--- src/hw/spsr_map.vh ---
/*
 * register map, field positions and reset values of the serial port
 * status and interrupt register slice.
 * assumes: included by the slice itself; byte addresses, word aligned.
 */
`ifndef SPSR_MAP_VH
`define SPSR_MAP_VH

// register byte addresses
`define SPSR_A_3WIRE    8'h0c
`define SPSR_A_SEL      8'h10
`define SPSR_A_DIV      8'h14
`define SPSR_A_TXTHR    8'h18
`define SPSR_A_RXTHR    8'h1c
`define SPSR_A_TXLVL    8'h20
`define SPSR_A_RXLVL    8'h24
`define SPSR_A_STAT     8'h28
`define SPSR_A_MASK     8'h2c
`define SPSR_A_MSTAT    8'h30
`define SPSR_A_RAW      8'h34
`define SPSR_A_TXOCLR   8'h38
`define SPSR_A_RXOCLR   8'h3c
`define SPSR_A_RXUCLR   8'h40
`define SPSR_A_CONCLR   8'h44
`define SPSR_A_ALLCLR   8'h48
`define SPSR_A_DMA      8'h4c
`define SPSR_A_TXDMA    8'h50
`define SPSR_A_RXDMA    8'h54
`define SPSR_A_WCLR     8'h80

// interrupt bit positions, shared by mask, raw and masked status
`define SPSR_I_TXEMP    0
`define SPSR_I_TXO      1
`define SPSR_I_RXU      2
`define SPSR_I_RXO      3
`define SPSR_I_RXF      4
`define SPSR_I_CON      5

// dma control bits
`define SPSR_D_RX       0
`define SPSR_D_TX       1

// reset values and small constants
`define SPSR_R_ZERO32   32'h0000_0000
`define SPSR_R_ZERO16   16'h0000
`define SPSR_R_ZERO8    8'h00
`define SPSR_R_ZERO6    6'h00
`define SPSR_R_ZERO3    3'h0
`define SPSR_R_ZERO2    2'h0
`define SPSR_ONE8       8'h01
`define SPSR_ONE9       9'h001
`define SPSR_ONE16      16'h0001

`endif

--- src/hw/spsr_regs.v ---
/*
 * register slice of a synchronous serial port: three-wire control,
 * peripheral select, clock divider, fifo thresholds and levels, status,
 * interrupt mask/raw/masked status, read-to-clear registers and dma
 * watermarks, with one level interrupt and the divided serial clock.
 * assumes: fifo push/pop strobes, busy and error flags come from logic
 * on clk_sys; the contention input comes from a pin and is synchronised.
 */
`timescale 1ns/1ps
`include "spsr_map.vh"

module spsr_regs #(
    parameter DEPTH   = 16,
    parameter NUM_SEL = 1
) (
    input  wire               clk_sys,
    input  wire               rst_n,
    input  wire [7:0]         reg_addr,
    input  wire [31:0]        reg_wdata,
    input  wire               reg_wr,
    input  wire               reg_rd,
    output reg  [31:0]        reg_rdata_ff,
    input  wire               tx_push,
    input  wire               tx_pop,
    input  wire               rx_push,
    input  wire               rx_pop,
    input  wire               port_busy,
    input  wire               collision_error,
    input  wire               transmission_error,
    input  wire               contention_pin,
    output reg  [NUM_SEL-1:0] periph_sel_n_ff,
    output reg                sclk_ff,
    output reg  [2:0]         three_wire_ctrl_ff,
    output reg                irq_ff,
    output reg                tx_dma_req_ff,
    output reg                rx_dma_req_ff
);

    ////////////////////////////////////////////////////////////////////
    // helpers

    // strobe aimed at one register; every side effect keys off this, so a
    // write clears a read-to-clear flag only through the write-clear register and a read never writes
    function bus_hit;
        input       strobe;
        input [7:0] addr;
        input [7:0] target;
        begin
            bus_hit = strobe && (addr == target);
        end
    endfunction

    // fifo level at capacity; a push here is lost and flags overflow
    function lvl_full;
        input [7:0] lvl;
        begin
            lvl_full = (lvl >= DEPTH[7:0]);
        end
    endfunction

    // fifo level at zero; a pop here is lost, and on the rx fifo flags underflow
    function lvl_empty;
        input [7:0] lvl;
        begin
            lvl_empty = (lvl == `SPSR_R_ZERO8);
        end
    endfunction

    // next fill level; pushes past full and pops from empty are dropped
    function [7:0] nxt_level;
        input [7:0] lvl;
        input       push;
        input       pop;
        reg         do_push;
        reg         do_pop;
        begin
            do_push = push && !lvl_full(lvl);
            do_pop  = pop && !lvl_empty(lvl);
            if (do_push && !do_pop)
                nxt_level = lvl + `SPSR_ONE8;
            else if (do_pop && !do_push)
                nxt_level = lvl - `SPSR_ONE8;
            else
                nxt_level = lvl;
        end
    endfunction

    // sticky flag: a set in the clearing cycle wins
    function sticky;
        input cur;
        input set;
        input clr;
        begin
            sticky = set | (cur & ~clr);
        end
    endfunction

    ////////////////////////////////////////////////////////////////////
    // state

    // software copies, fifo levels, sticky flags, divider and synchroniser
    reg [2:0]         three_wire_ff;
    reg [NUM_SEL-1:0] sel_ff;
    reg [15:0]        div_ff;
    reg [7:0]         tx_thr_ff;
    reg [7:0]         rx_thr_ff;
    reg [7:0]         tx_lvl_ff;
    reg [7:0]         rx_lvl_ff;
    reg [5:0]         mask_ff;
    reg               tx_over_ff;
    reg               rx_over_ff;
    reg               rx_under_ff;
    reg               contention_ff;
    reg [1:0]         dma_en_ff;
    reg [7:0]         tx_dma_lvl_ff;
    reg [7:0]         rx_dma_lvl_ff;
    reg [15:0]        div_cnt_ff;
    reg               con_meta_ff;
    reg               con_sync_ff;

    // whole-register decodes shared by several clear strobes
    wire wr_hit_wclr = bus_hit(reg_wr, reg_addr, `SPSR_A_WCLR);
    wire rd_allclr   = bus_hit(reg_rd, reg_addr, `SPSR_A_ALLCLR);

    // clear strobes: own register, combined register, or write clear
    wire clr_txo = bus_hit(reg_rd, reg_addr, `SPSR_A_TXOCLR) || rd_allclr
                   || (wr_hit_wclr && reg_wdata[`SPSR_I_TXO]);
    wire clr_rxo = bus_hit(reg_rd, reg_addr, `SPSR_A_RXOCLR) || rd_allclr
                   || (wr_hit_wclr && reg_wdata[`SPSR_I_RXO]);
    wire clr_rxu = bus_hit(reg_rd, reg_addr, `SPSR_A_RXUCLR) || rd_allclr
                   || (wr_hit_wclr && reg_wdata[`SPSR_I_RXU]);
    wire clr_con = bus_hit(reg_rd, reg_addr, `SPSR_A_CONCLR) || rd_allclr
                   || (wr_hit_wclr && reg_wdata[`SPSR_I_CON]);

    // overflow and underflow events seen at the fifo ports
    wire set_txo = tx_push && lvl_full(tx_lvl_ff);
    wire set_rxo = rx_push && lvl_full(rx_lvl_ff);
    wire set_rxu = rx_pop && lvl_empty(rx_lvl_ff);

    // level conditions: tx at or below threshold, rx above threshold
    wire tx_empty_raw = (tx_lvl_ff <= tx_thr_ff);
    wire rx_full_raw  = (rx_lvl_ff > rx_thr_ff);

    // raw status: two live levels beside the four sticky flags
    wire [5:0] raw_stat;
    assign raw_stat[`SPSR_I_TXEMP] = tx_empty_raw;
    assign raw_stat[`SPSR_I_TXO] = tx_over_ff;
    assign raw_stat[`SPSR_I_RXU] = rx_under_ff;
    assign raw_stat[`SPSR_I_RXO] = rx_over_ff;
    assign raw_stat[`SPSR_I_RXF] = rx_full_raw;
    assign raw_stat[`SPSR_I_CON] = contention_ff;

    // masked status feeds both the read mux and the irq flop
    wire [5:0] masked_stat = raw_stat & mask_ff;

    // any sticky flag pending; what the combined clear reads back
    wire any_sticky = tx_over_ff | rx_over_ff | rx_under_ff | contention_ff;

    // status word, bits 6..0; full and empty use the same tests that
    // guard the level counters, so status never disagrees with them
    wire [6:0] port_stat = {collision_error,
                            transmission_error,
                            lvl_full(rx_lvl_ff),
                            !lvl_empty(rx_lvl_ff),
                            lvl_empty(tx_lvl_ff),
                            !lvl_full(tx_lvl_ff),
                            port_busy};

    ////////////////////////////////////////////////////////////////////
    // contention pin synchroniser, first stage read only by the second

    always @(posedge clk_sys) begin
        if (!rst_n) begin
            con_meta_ff <= 1'b0;
            con_sync_ff <= 1'b0;
        end else begin
            con_meta_ff <= contention_pin;
            con_sync_ff <= con_meta_ff;
        end
    end

    ////////////////////////////////////////////////////////////////////
    // software writable registers

    always @(posedge clk_sys) begin
        if (!rst_n) begin
            three_wire_ff <= `SPSR_R_ZERO3;
            sel_ff        <= {NUM_SEL{1'b0}};
            div_ff        <= `SPSR_R_ZERO16;
            tx_thr_ff     <= `SPSR_R_ZERO8;
            rx_thr_ff     <= `SPSR_R_ZERO8;
            mask_ff       <= `SPSR_R_ZERO6;
            dma_en_ff     <= `SPSR_R_ZERO2;
            tx_dma_lvl_ff <= `SPSR_R_ZERO8;
            rx_dma_lvl_ff <= `SPSR_R_ZERO8;
        end else if (reg_wr) begin
            case (reg_addr)
                `SPSR_A_3WIRE: three_wire_ff <= reg_wdata[2:0];
                `SPSR_A_SEL:   sel_ff        <= reg_wdata[NUM_SEL-1:0];
                `SPSR_A_DIV:   div_ff        <= reg_wdata[15:0];
                `SPSR_A_TXTHR: tx_thr_ff     <= reg_wdata[7:0];
                `SPSR_A_RXTHR: rx_thr_ff     <= reg_wdata[7:0];
                `SPSR_A_MASK:  mask_ff       <= reg_wdata[5:0];
                `SPSR_A_DMA:   dma_en_ff     <= reg_wdata[1:0];
                `SPSR_A_TXDMA: tx_dma_lvl_ff <= reg_wdata[7:0];
                `SPSR_A_RXDMA: rx_dma_lvl_ff <= reg_wdata[7:0];
                default: begin
                end
            endcase
        end
    end

    ////////////////////////////////////////////////////////////////////
    // fifo levels and sticky interrupt flags
    // a set in the same cycle as its clear wins, so no event is lost

    always @(posedge clk_sys) begin
        if (!rst_n) begin
            tx_lvl_ff     <= `SPSR_R_ZERO8;
            rx_lvl_ff     <= `SPSR_R_ZERO8;
            tx_over_ff    <= 1'b0;
            rx_over_ff    <= 1'b0;
            rx_under_ff   <= 1'b0;
            contention_ff <= 1'b0;
        end else begin
            tx_lvl_ff     <= nxt_level(tx_lvl_ff, tx_push, tx_pop);
            rx_lvl_ff     <= nxt_level(rx_lvl_ff, rx_push, rx_pop);
            tx_over_ff    <= sticky(tx_over_ff, set_txo, clr_txo);
            rx_over_ff    <= sticky(rx_over_ff, set_rxo, clr_rxo);
            rx_under_ff   <= sticky(rx_under_ff, set_rxu, clr_rxu);
            contention_ff <= sticky(contention_ff, con_sync_ff, clr_con);
        end
    end

    ////////////////////////////////////////////////////////////////////
    // read mux; data appear the cycle after the strobe, unmapped reads 0
    // clear registers return the flag as it stood before the clear

    reg [31:0] nxt_rdata;

    always @* begin
        nxt_rdata = `SPSR_R_ZERO32;
        case (reg_addr)
            `SPSR_A_3WIRE:  nxt_rdata[2:0]  = three_wire_ff;
            `SPSR_A_SEL:    nxt_rdata[NUM_SEL-1:0] = sel_ff;
            `SPSR_A_DIV:    nxt_rdata[15:0] = div_ff;
            `SPSR_A_TXTHR:  nxt_rdata[7:0]  = tx_thr_ff;
            `SPSR_A_RXTHR:  nxt_rdata[7:0]  = rx_thr_ff;
            `SPSR_A_TXLVL:  nxt_rdata[7:0]  = tx_lvl_ff;
            `SPSR_A_RXLVL:  nxt_rdata[7:0]  = rx_lvl_ff;
            `SPSR_A_STAT:   nxt_rdata[6:0]  = port_stat;
            `SPSR_A_MASK:   nxt_rdata[5:0]  = mask_ff;
            `SPSR_A_MSTAT:  nxt_rdata[5:0]  = masked_stat;
            `SPSR_A_RAW:    nxt_rdata[5:0]  = raw_stat;
            `SPSR_A_TXOCLR: nxt_rdata[0]    = tx_over_ff;
            `SPSR_A_RXOCLR: nxt_rdata[0]    = rx_over_ff;
            `SPSR_A_RXUCLR: nxt_rdata[0]    = rx_under_ff;
            `SPSR_A_CONCLR: nxt_rdata[0]    = contention_ff;
            `SPSR_A_ALLCLR: nxt_rdata[0]    = any_sticky;
            `SPSR_A_DMA:    nxt_rdata[1:0]  = dma_en_ff;
            `SPSR_A_TXDMA:  nxt_rdata[7:0]  = tx_dma_lvl_ff;
            `SPSR_A_RXDMA:  nxt_rdata[7:0]  = rx_dma_lvl_ff;
            default:        nxt_rdata       = `SPSR_R_ZERO32;
        endcase
    end

    // read data stand only in the cycle after the strobe
    always @(posedge clk_sys) begin
        if (!rst_n)
            reg_rdata_ff <= `SPSR_R_ZERO32;
        else if (reg_rd)
            reg_rdata_ff <= nxt_rdata;
        else
            reg_rdata_ff <= `SPSR_R_ZERO32;
    end

    ////////////////////////////////////////////////////////////////////
    // serial clock divider: toggles every div/2 cycles while busy;
    // divisor 0 or 1 holds the clock low since no faster edge exists;
    // odd divisors round down to the even one below, one counter only

    wire [15:0] half_div = {1'b0, div_ff[15:1]};
    wire        div_run  = port_busy && (half_div != `SPSR_R_ZERO16);

    always @(posedge clk_sys) begin
        if (!rst_n) begin
            div_cnt_ff <= `SPSR_R_ZERO16;
            sclk_ff    <= 1'b0;
        end else if (!div_run) begin
            div_cnt_ff <= `SPSR_R_ZERO16;
            sclk_ff    <= 1'b0;
        end else if (div_cnt_ff >= half_div - `SPSR_ONE16) begin
            div_cnt_ff <= `SPSR_R_ZERO16;
            sclk_ff    <= ~sclk_ff;
        end else begin
            div_cnt_ff <= div_cnt_ff + `SPSR_ONE16;
        end
    end

    ////////////////////////////////////////////////////////////////////
    // registered outputs: select, three-wire control, irq, dma requests
    // select is active low at the pin, so a 0 bit leaves it high

    // rx request uses watermark plus one, widened to avoid wrap at 0xff
    wire [8:0] rx_dma_thr = {1'b0, rx_dma_lvl_ff} + `SPSR_ONE9;

    always @(posedge clk_sys) begin
        if (!rst_n) begin
            periph_sel_n_ff    <= {NUM_SEL{1'b1}};
            three_wire_ctrl_ff <= `SPSR_R_ZERO3;
            irq_ff             <= 1'b0;
            tx_dma_req_ff      <= 1'b0;
            rx_dma_req_ff      <= 1'b0;
        end else begin
            periph_sel_n_ff    <= ~sel_ff;
            three_wire_ctrl_ff <= three_wire_ff;
            irq_ff             <= |masked_stat;
            tx_dma_req_ff      <= dma_en_ff[`SPSR_D_TX]
                                  && (tx_lvl_ff <= tx_dma_lvl_ff);
            rx_dma_req_ff      <= dma_en_ff[`SPSR_D_RX]
                                  && ({1'b0, rx_lvl_ff} >= rx_dma_thr);
        end
    end

endmodule // spsr_regs
--- config.mk ---
export PLATFORM = sky130hd
export DESIGN_NAME = spsr_regs
export DESIGN_NICKNAME = d
export VERILOG_FILES = /design/src/hw/spsr_regs.v
export VERILOG_INCLUDE_DIRS = /design/src /design/src/hw
export SDC_FILE = /design/constraint.sdc
export NUM_CORES = 1
export LEC_CHECK = 0
export ABC_AREA = 1
export BUFFER_PORTS_ARGS = -buffer_cell sky130_fd_sc_hd__buf_2
export CORE_MARGIN = 2
export CORE_UTILIZATION = 53
export DETAILED_ROUTE_END_ITERATION = 8
export PLACE_DENSITY_LB_ADDON = 0.2
export REMOVE_ABC_BUFFERS = 1
export SETUP_SLACK_MARGIN = 0.3
export SLEW_MARGIN = 15
export SYNTH_ARGS = -nofsm -noshare
export SYNTH_HDL_FRONTEND = slang
export SYNTH_SLANG_ARGS = --single-unit
--- constraint.sdc ---
create_clock -name clk_sys -period 2.5 [get_ports clk_sys]
set_input_delay 0.625 -clock clk_sys [delete_from_list [all_inputs] [get_ports clk_sys]]
set_output_delay 0.625 -clock clk_sys [all_outputs]
set_load 0.05 [all_outputs]
== After elaboration in Yosys (flattened, before gate mapping) ==
Index checks and enable logic that the tools add are counted.

* Add/subtract/negate cells: 7
* Multipliers: 0
* Divide/modulo/power cells: 0
* Magnitude comparators: 7
* Eq/ne operators: 20
* Shifts and indexed selects: 0
* Mux-type cells: 10
* Bitwise operators: 20
* Reductions and logical operators: 59

{| class="wikitable"
|+ Operators with widths
! operator !! count
|-
| $eq A8 B6 Y1 const B || 8
|-
| $eq A8 B7 Y1 const B || 6
|-
| $pmux W3 S11 || 1
|-
| $eq A8 B5 Y1 const B || 4
|-
| $mux W8 || 4
|-
| $logic_and A1 B1 Y1 || 24
|-
| $reduce_and A2 Y1 || 11
|-
| $pmux W1 S19 || 1
|-
| $add A16 B1 Y16 const B || 1
|-
| $add A8 B1 Y8 const B || 2
|-
| $ge A16 B16 Y1 || 1
|-
| $ge A8 B5 Y1 const B || 2
|-
| $le A8 B8 Y1 || 2
|-
| $logic_not A8 Y1 || 2
|-
| $reduce_bool A16 Y1 || 1
|-
| $sub A15 B1 Y16 const B || 1
|-
| $sub A8 B1 Y8 const B || 2
|-
| $pmux W1 S13 || 1
|-
| $pmux W1 S12 || 1
|-
| $add A8 B1 Y9 const B || 1
|-
| $ge A8 B9 Y1 || 1
|-
| $eq A8 B4 Y1 const B || 1
|-
| $eq A8 B8 Y1 const B || 1
|-
| $gt A8 B8 Y1 || 1
|-
| 12 further kinds || 43
|}

* Register bits after elaboration: 138
* Latch bits: 0
* RAM bits: 0
* Bits in read-only memories: 0
* Output and inout bits: 40
* Memories kept: 0

== Depth between registers and ports, before layout ==
* Word-level depth: 7
* Mapped depth: 19

== Worst setup path before layout ==
No wires, ideal clock.

* Path type: reg2reg
* Start point: reg div_ff[1]
* End point: reg div_cnt_ff[0]
* Data arrival time: 2.686 ns
* Data required time: 2.438 ns
* Path slack: -0.248 ns
* Cell stages (with the launch flop): 20
* Path buffers: 2
* Period minus slack after synthesis: 2.748 ns
* Cell sequence: dfxtp_1 -> inv_1 -> ha_1 -> nand3_2 -> nor3_4 -> nand2_1 -> nor3_1 -> nand2_1 -> xor2_1 -> inv_1 -> ha_1 -> nand2_1 -> o21bai_1 -> nand2_1 -> a21oi_2 -> nand3_1 -> or2_1 -> buf_6 -> buf_6 -> nor2_2

* Word-level cells in the longest chain between the ends: 4

{| class="wikitable"
|+ RTL lines
! what !! RTL line !! text
|-
| start: declaration || spsr_regs.v:104 || <nowiki>reg [15:0] div_ff;</nowiki>
|-
| start signal: assignment || spsr_regs.v:189 || <nowiki>div_ff <= `SPSR_R_ZERO16;</nowiki>
|-
| start signal: assignment || spsr_regs.v:200 || <nowiki>`SPSR_A_DIV: div_ff <= reg_wdata[15:0];</nowiki>
|-
| parallel branches: the longest is 3 deep, another holds $sub A15 B1 Y16 || - ||
|-
| $reduce_or A3 Y1 (no line) (*) || - ||
|-
| end signal: assignment || spsr_regs.v:287 || <nowiki>div_cnt_ff <= `SPSR_R_ZERO16;</nowiki>
|-
| end signal: assignment || spsr_regs.v:290 || <nowiki>div_cnt_ff <= `SPSR_R_ZERO16;</nowiki>
|-
| end signal: assignment || spsr_regs.v:293 || <nowiki>div_cnt_ff <= `SPSR_R_ZERO16;</nowiki>
|-
| end: declaration || spsr_regs.v:117 || <nowiki>reg [15:0] div_cnt_ff;</nowiki>
|}

Every way passes the cells marked *.
A chain may end at the register's enable or synchronous reset.

== Worst setup path in the final report ==
* Start point: reg div_ff[1]
* End point: reg div_cnt_ff[4]

Same word-level chain as after synthesis.

==> results.sh <==
export IMPL_synth_simple_area_share_pct=23.3
export IMPL_row_count=43
export IMPL_netlist_area_mm2=0.00747
export IMPL_clock_path_buffers=2
export IMPL_cap_viol_max_count=0
export IMPL_grt_pass1_wl_um=34500
export IMPL_fin_util_pct=69.5
export IMPL_ios=92
export IMPL_worstPathCellList="inv_2, ha_4, nand3_4, nor3_4, buf_4, buf_4, buf_4, nand3_1, nand2_1, inv_1, ha_1, nand2_2, nor3_2, nand3_1, nand3_1, or2_1, buf_6, nor2_1"
export IMPL_ys_ff_latch=122
export IMPL_path_buf_inv=6
export IMPL_final_cell_mix="nand2_1, inv_1, dfxtp_1, a21oi_1, buf_4"
export IMPL_violations="negative setup slack"
export IMPL_drt_iter0_drc=693
export IMPL_worst_slack_ns=-0.229
export IMPL_antenna_left=0
export IMPL_path_delay_family="simple AND/OR/NAND/NOR gates"
export IMPL_synth_area_per_cell_um2=7.24
export IMPL_cts_clk_slew_worst_paths_ns=0.06
export IMPL_synthMuxAreaShare_pct=0
export IMPL_h_tree_depth=4
export IMPL_cp_slowest_cell="dfxtp_2"
export IMPL_required_ns=2.82
export IMPL_critPathLaunchType="register"
export IMPL_yosys_top_cells_area="dfxtp_1, ha_1, nand2_1"
export IMPL_grt_max_degree=44
export IMPL_synth_top_family_by_area="simple AND/OR/NAND/NOR gates"
export IMPL_status="finished, violations left"
export IMPL_drtPass1Iterations=6
export IMPL_worstMarginPinSlew_ns=0.996
export IMPL_holdBufCountCts=0
export IMPL_skew_ns=0.00726
export IMPL_final_common_cell="nand2_1"
export IMPL_synthAdderAreaFrac_pct=11.4
export IMPL_crit_arrival_ns=3.05
export IMPL_setup_viol=16
export IMPL_start_util_pct=54.1
export IMPL_yosys_warnings=0
export IMPL_drive_gt1_share_pct=27.7
export IMPL_synth_top_cell_area_share_pct=32.7
export IMPL_rrSetupSlack_ns=-0.23
export IMPL_die_width_um=123
export IMPL_cts_tree="yes"
export IMPL_seqPwrFrac_pct=25.6
export IMPL_syn_inst=1032
export IMPL_fp_coreArea_mm2=0.0138
export IMPL_cts_made_buffers=17
export IMPL_syn2layout_area_growth_pct=28.5
export IMPL_min_period_ns=2.73
export IMPL_power_switching_mw=3.13
export IMPL_wl_um=23100
export IMPL_num_vias=7558
export IMPL_grtUsageTotal_pct=29.9
export IMPL_place_area_mm2=0.00822
export IMPL_cts_root_buf="clkbuf_16"
export IMPL_num_antenna_cells=0
export IMPL_grt_overflow_total=0
export IMPL_drv_slew=0
export IMPL_routabilityCongestion=1.00
export IMPL_combPwrFrac_pct=45.7
export IMPL_grt_pass1_vias=6905
export IMPL_power_leakage_nw=4.29
export IMPL_yosysUniqueCellTypes=43
export IMPL_cts_sinks=122
export IMPL_path_class="reg -> reg"
export IMPL_final_area_mm2=0.00961
export IMPL_rsz0062_at_grt="true"
export IMPL_clk_latency_ns=0.42
export IMPL_synth_xor_area_share_pct=4.34
export IMPL_wire_per_inst_um=17.0
export IMPL_peakVddDrop_mv=0.853
export IMPL_clkPwrFrac_pct=28.7
export IMPL_dp_hpwl_um=15800
export IMPL_antenna_found_initial=0
export IMPL_max_slew_margin_pct=33.5
export IMPL_cp_end_kind="register"
export IMPL_p_per_area_mw_per_mm2=884
export IMPL_critPathMaxFanout=8
export IMPL_fin_nets=1286
export IMPL_switching_share_pct=36.9
export IMPL_finalHoldViolCount=0
export IMPL_pre_cts_slack_ns=-0.277
export IMPL_die_h_um=123
export IMPL_io_buffers=59
export IMPL_timing_final_crit_share_pct=109
export IMPL_synth_compound_area_share_pct=16.8
export IMPL_intPower_mw=5.36
export IMPL_p_total_mw=8.49
export IMPL_max_freq_ghz=0.366
export IMPL_min_path_type="in -> reg"
export IMPL_cpPeakStageDelay_ns=0.32
export IMPL_vias_per_cell=5.56
export IMPL_synth_area_leader_cell="dfxtp_1"
export IMPL_dieArea_mm2=0.0151
export IMPL_drc=0
export IMPL_yosysSeqAreaShare_pct=32.7
-- path summary, 6_finish.rpt --
check | start | cells past startpoint | end
max | div_ff[1] | 18 | div_cnt_ff[4]
min | contention_pin | 3 | con_meta_ff
max reg2reg | div_ff[1] | 18 | div_cnt_ff[4]
min reg2reg | sel_ff | 1 | periph_sel_n_ff
-- repair_timing --
item / 4_1_cts / 5_1_grt
pin swaps: 16 / 38
gates resized for setup: 54 / 98
hold endpoints to repair: 0 / 0
endpoints found under the setup margin: 27 / 29
buffers inserted: 20 / 6
-- cell families (layout without fill, tap and decap cells) --
group                    after synthesis  after routing
AO/OA/AOI/OAI                        233            233
adder cells (fa/ha/maj)               67             67
AND/OR/NAND/NOR                      373            373
other                                  1             16
XOR/XNOR                              37             37
buffers and inverters                199            332
flip-flops                           122            122
-- layer usage --
| layer | vias up | GRT usage, % | part of all wire [%] | routed length [µm] |
|---|---|---|---|---|
| li1 | 3665 | - | - | - |
| met1 | 3490 | 35.9 | 40 | 9240 |
| met2 | 322 | 52.1 | 50 | 11600 |
| met3 | 81 | 5.44 | 6.0 | 1390 |
| met4 | 0 | 13.0 | 3.8 | 873 |
| met5 | - | 0 | 0 | 0 |
-- cell type report --
cell class / count / area, µm²
Tap cell: 180 / 225
Multi-Input combinational cell: 726 / 4760
Sequential cell: 122 / 2460
Clock buffer: 22 / 464
Inverter: 156 / 603
Clock inverter: 10 / 116
Timing Repair Buffer: 144 / 978
Fill cell: 1110 / 4220
-- through the flow --
step	TNS, ns	hold slack [ns]	std cells
CTS	-3.67	0.378	1354
global route	-7.02	0.384	1360
detailed placement	-4.23	0.397	1302
global placement	-2.92	0.393	1302
floorplan	-5.37	0.371	1004
finish	-3.41	0.379	1360
-- registers in the layout, indices dropped and copies added, names as in the netlist, 2 cells and up --
register / count
rx_thr_ff: 8
dma_en_ff: 2
tx_lvl_ff: 8
reg_rdata_ff: 16
tx_thr_ff: 8
mask_ff: 6
div_cnt_ff: 16
tx_dma_lvl_ff: 8
rx_lvl_ff: 8
rx_dma_lvl_ff: 8
div_ff: 16
three_wire_ctrl_ff: 3
three_wire_ff: 3
-- cells in the mapped netlist, drive strengths merged --
| library cell | count |
|---|---|
| or2 | 5 |
| clkinv | 2 |
| nor2 | 95 |
| o21a | 4 |
| o2111a | 2 |
| dfxtp | 122 |
| nor4 | 6 |
| o2111ai | 1 |
| a21oi | 111 |
| conb | 1 |
| nand3 | 76 |
| ha | 65 |
| xnor2 | 8 |
| clkbuf | 14 |
| fa | 2 |
| a211oi | 2 |
| nand4 | 18 |
| a31oi | 5 |
| nand3b | 3 |
| o211ai | 4 |
| o21bai | 4 |
| nor3 | 6 |
| buf | 29 |
| o21ai | 78 |
| o22ai | 22 |
| inv | 154 |
| nand2 | 164 |
| xor2 | 29 |
-- power groups by stage --
stage / clock network, mW / registers [mW] / logic [mW]
global route: 2.53 / 2.18 / 4.26
floorplan: 0 / 2.23 / 1.72
detailed placement: 0 / 2.18 / 2.73
CTS: 2.44 / 2.16 / 3.16
finish: 2.44 / 2.17 / 3.88
global placement: 0 / 2.18 / 2.67
-- worst reg2reg max path, delay by kind of cell, from the launching register on --
family | cells | cell delay, ns
simple gates | 10 | 1.20
buf+inv | 6 | 0.65
fa+ha+maj | 2 | 0.44
flops | 1 | 0.32
No activity file was read; power rests on OpenSTA's default activity.
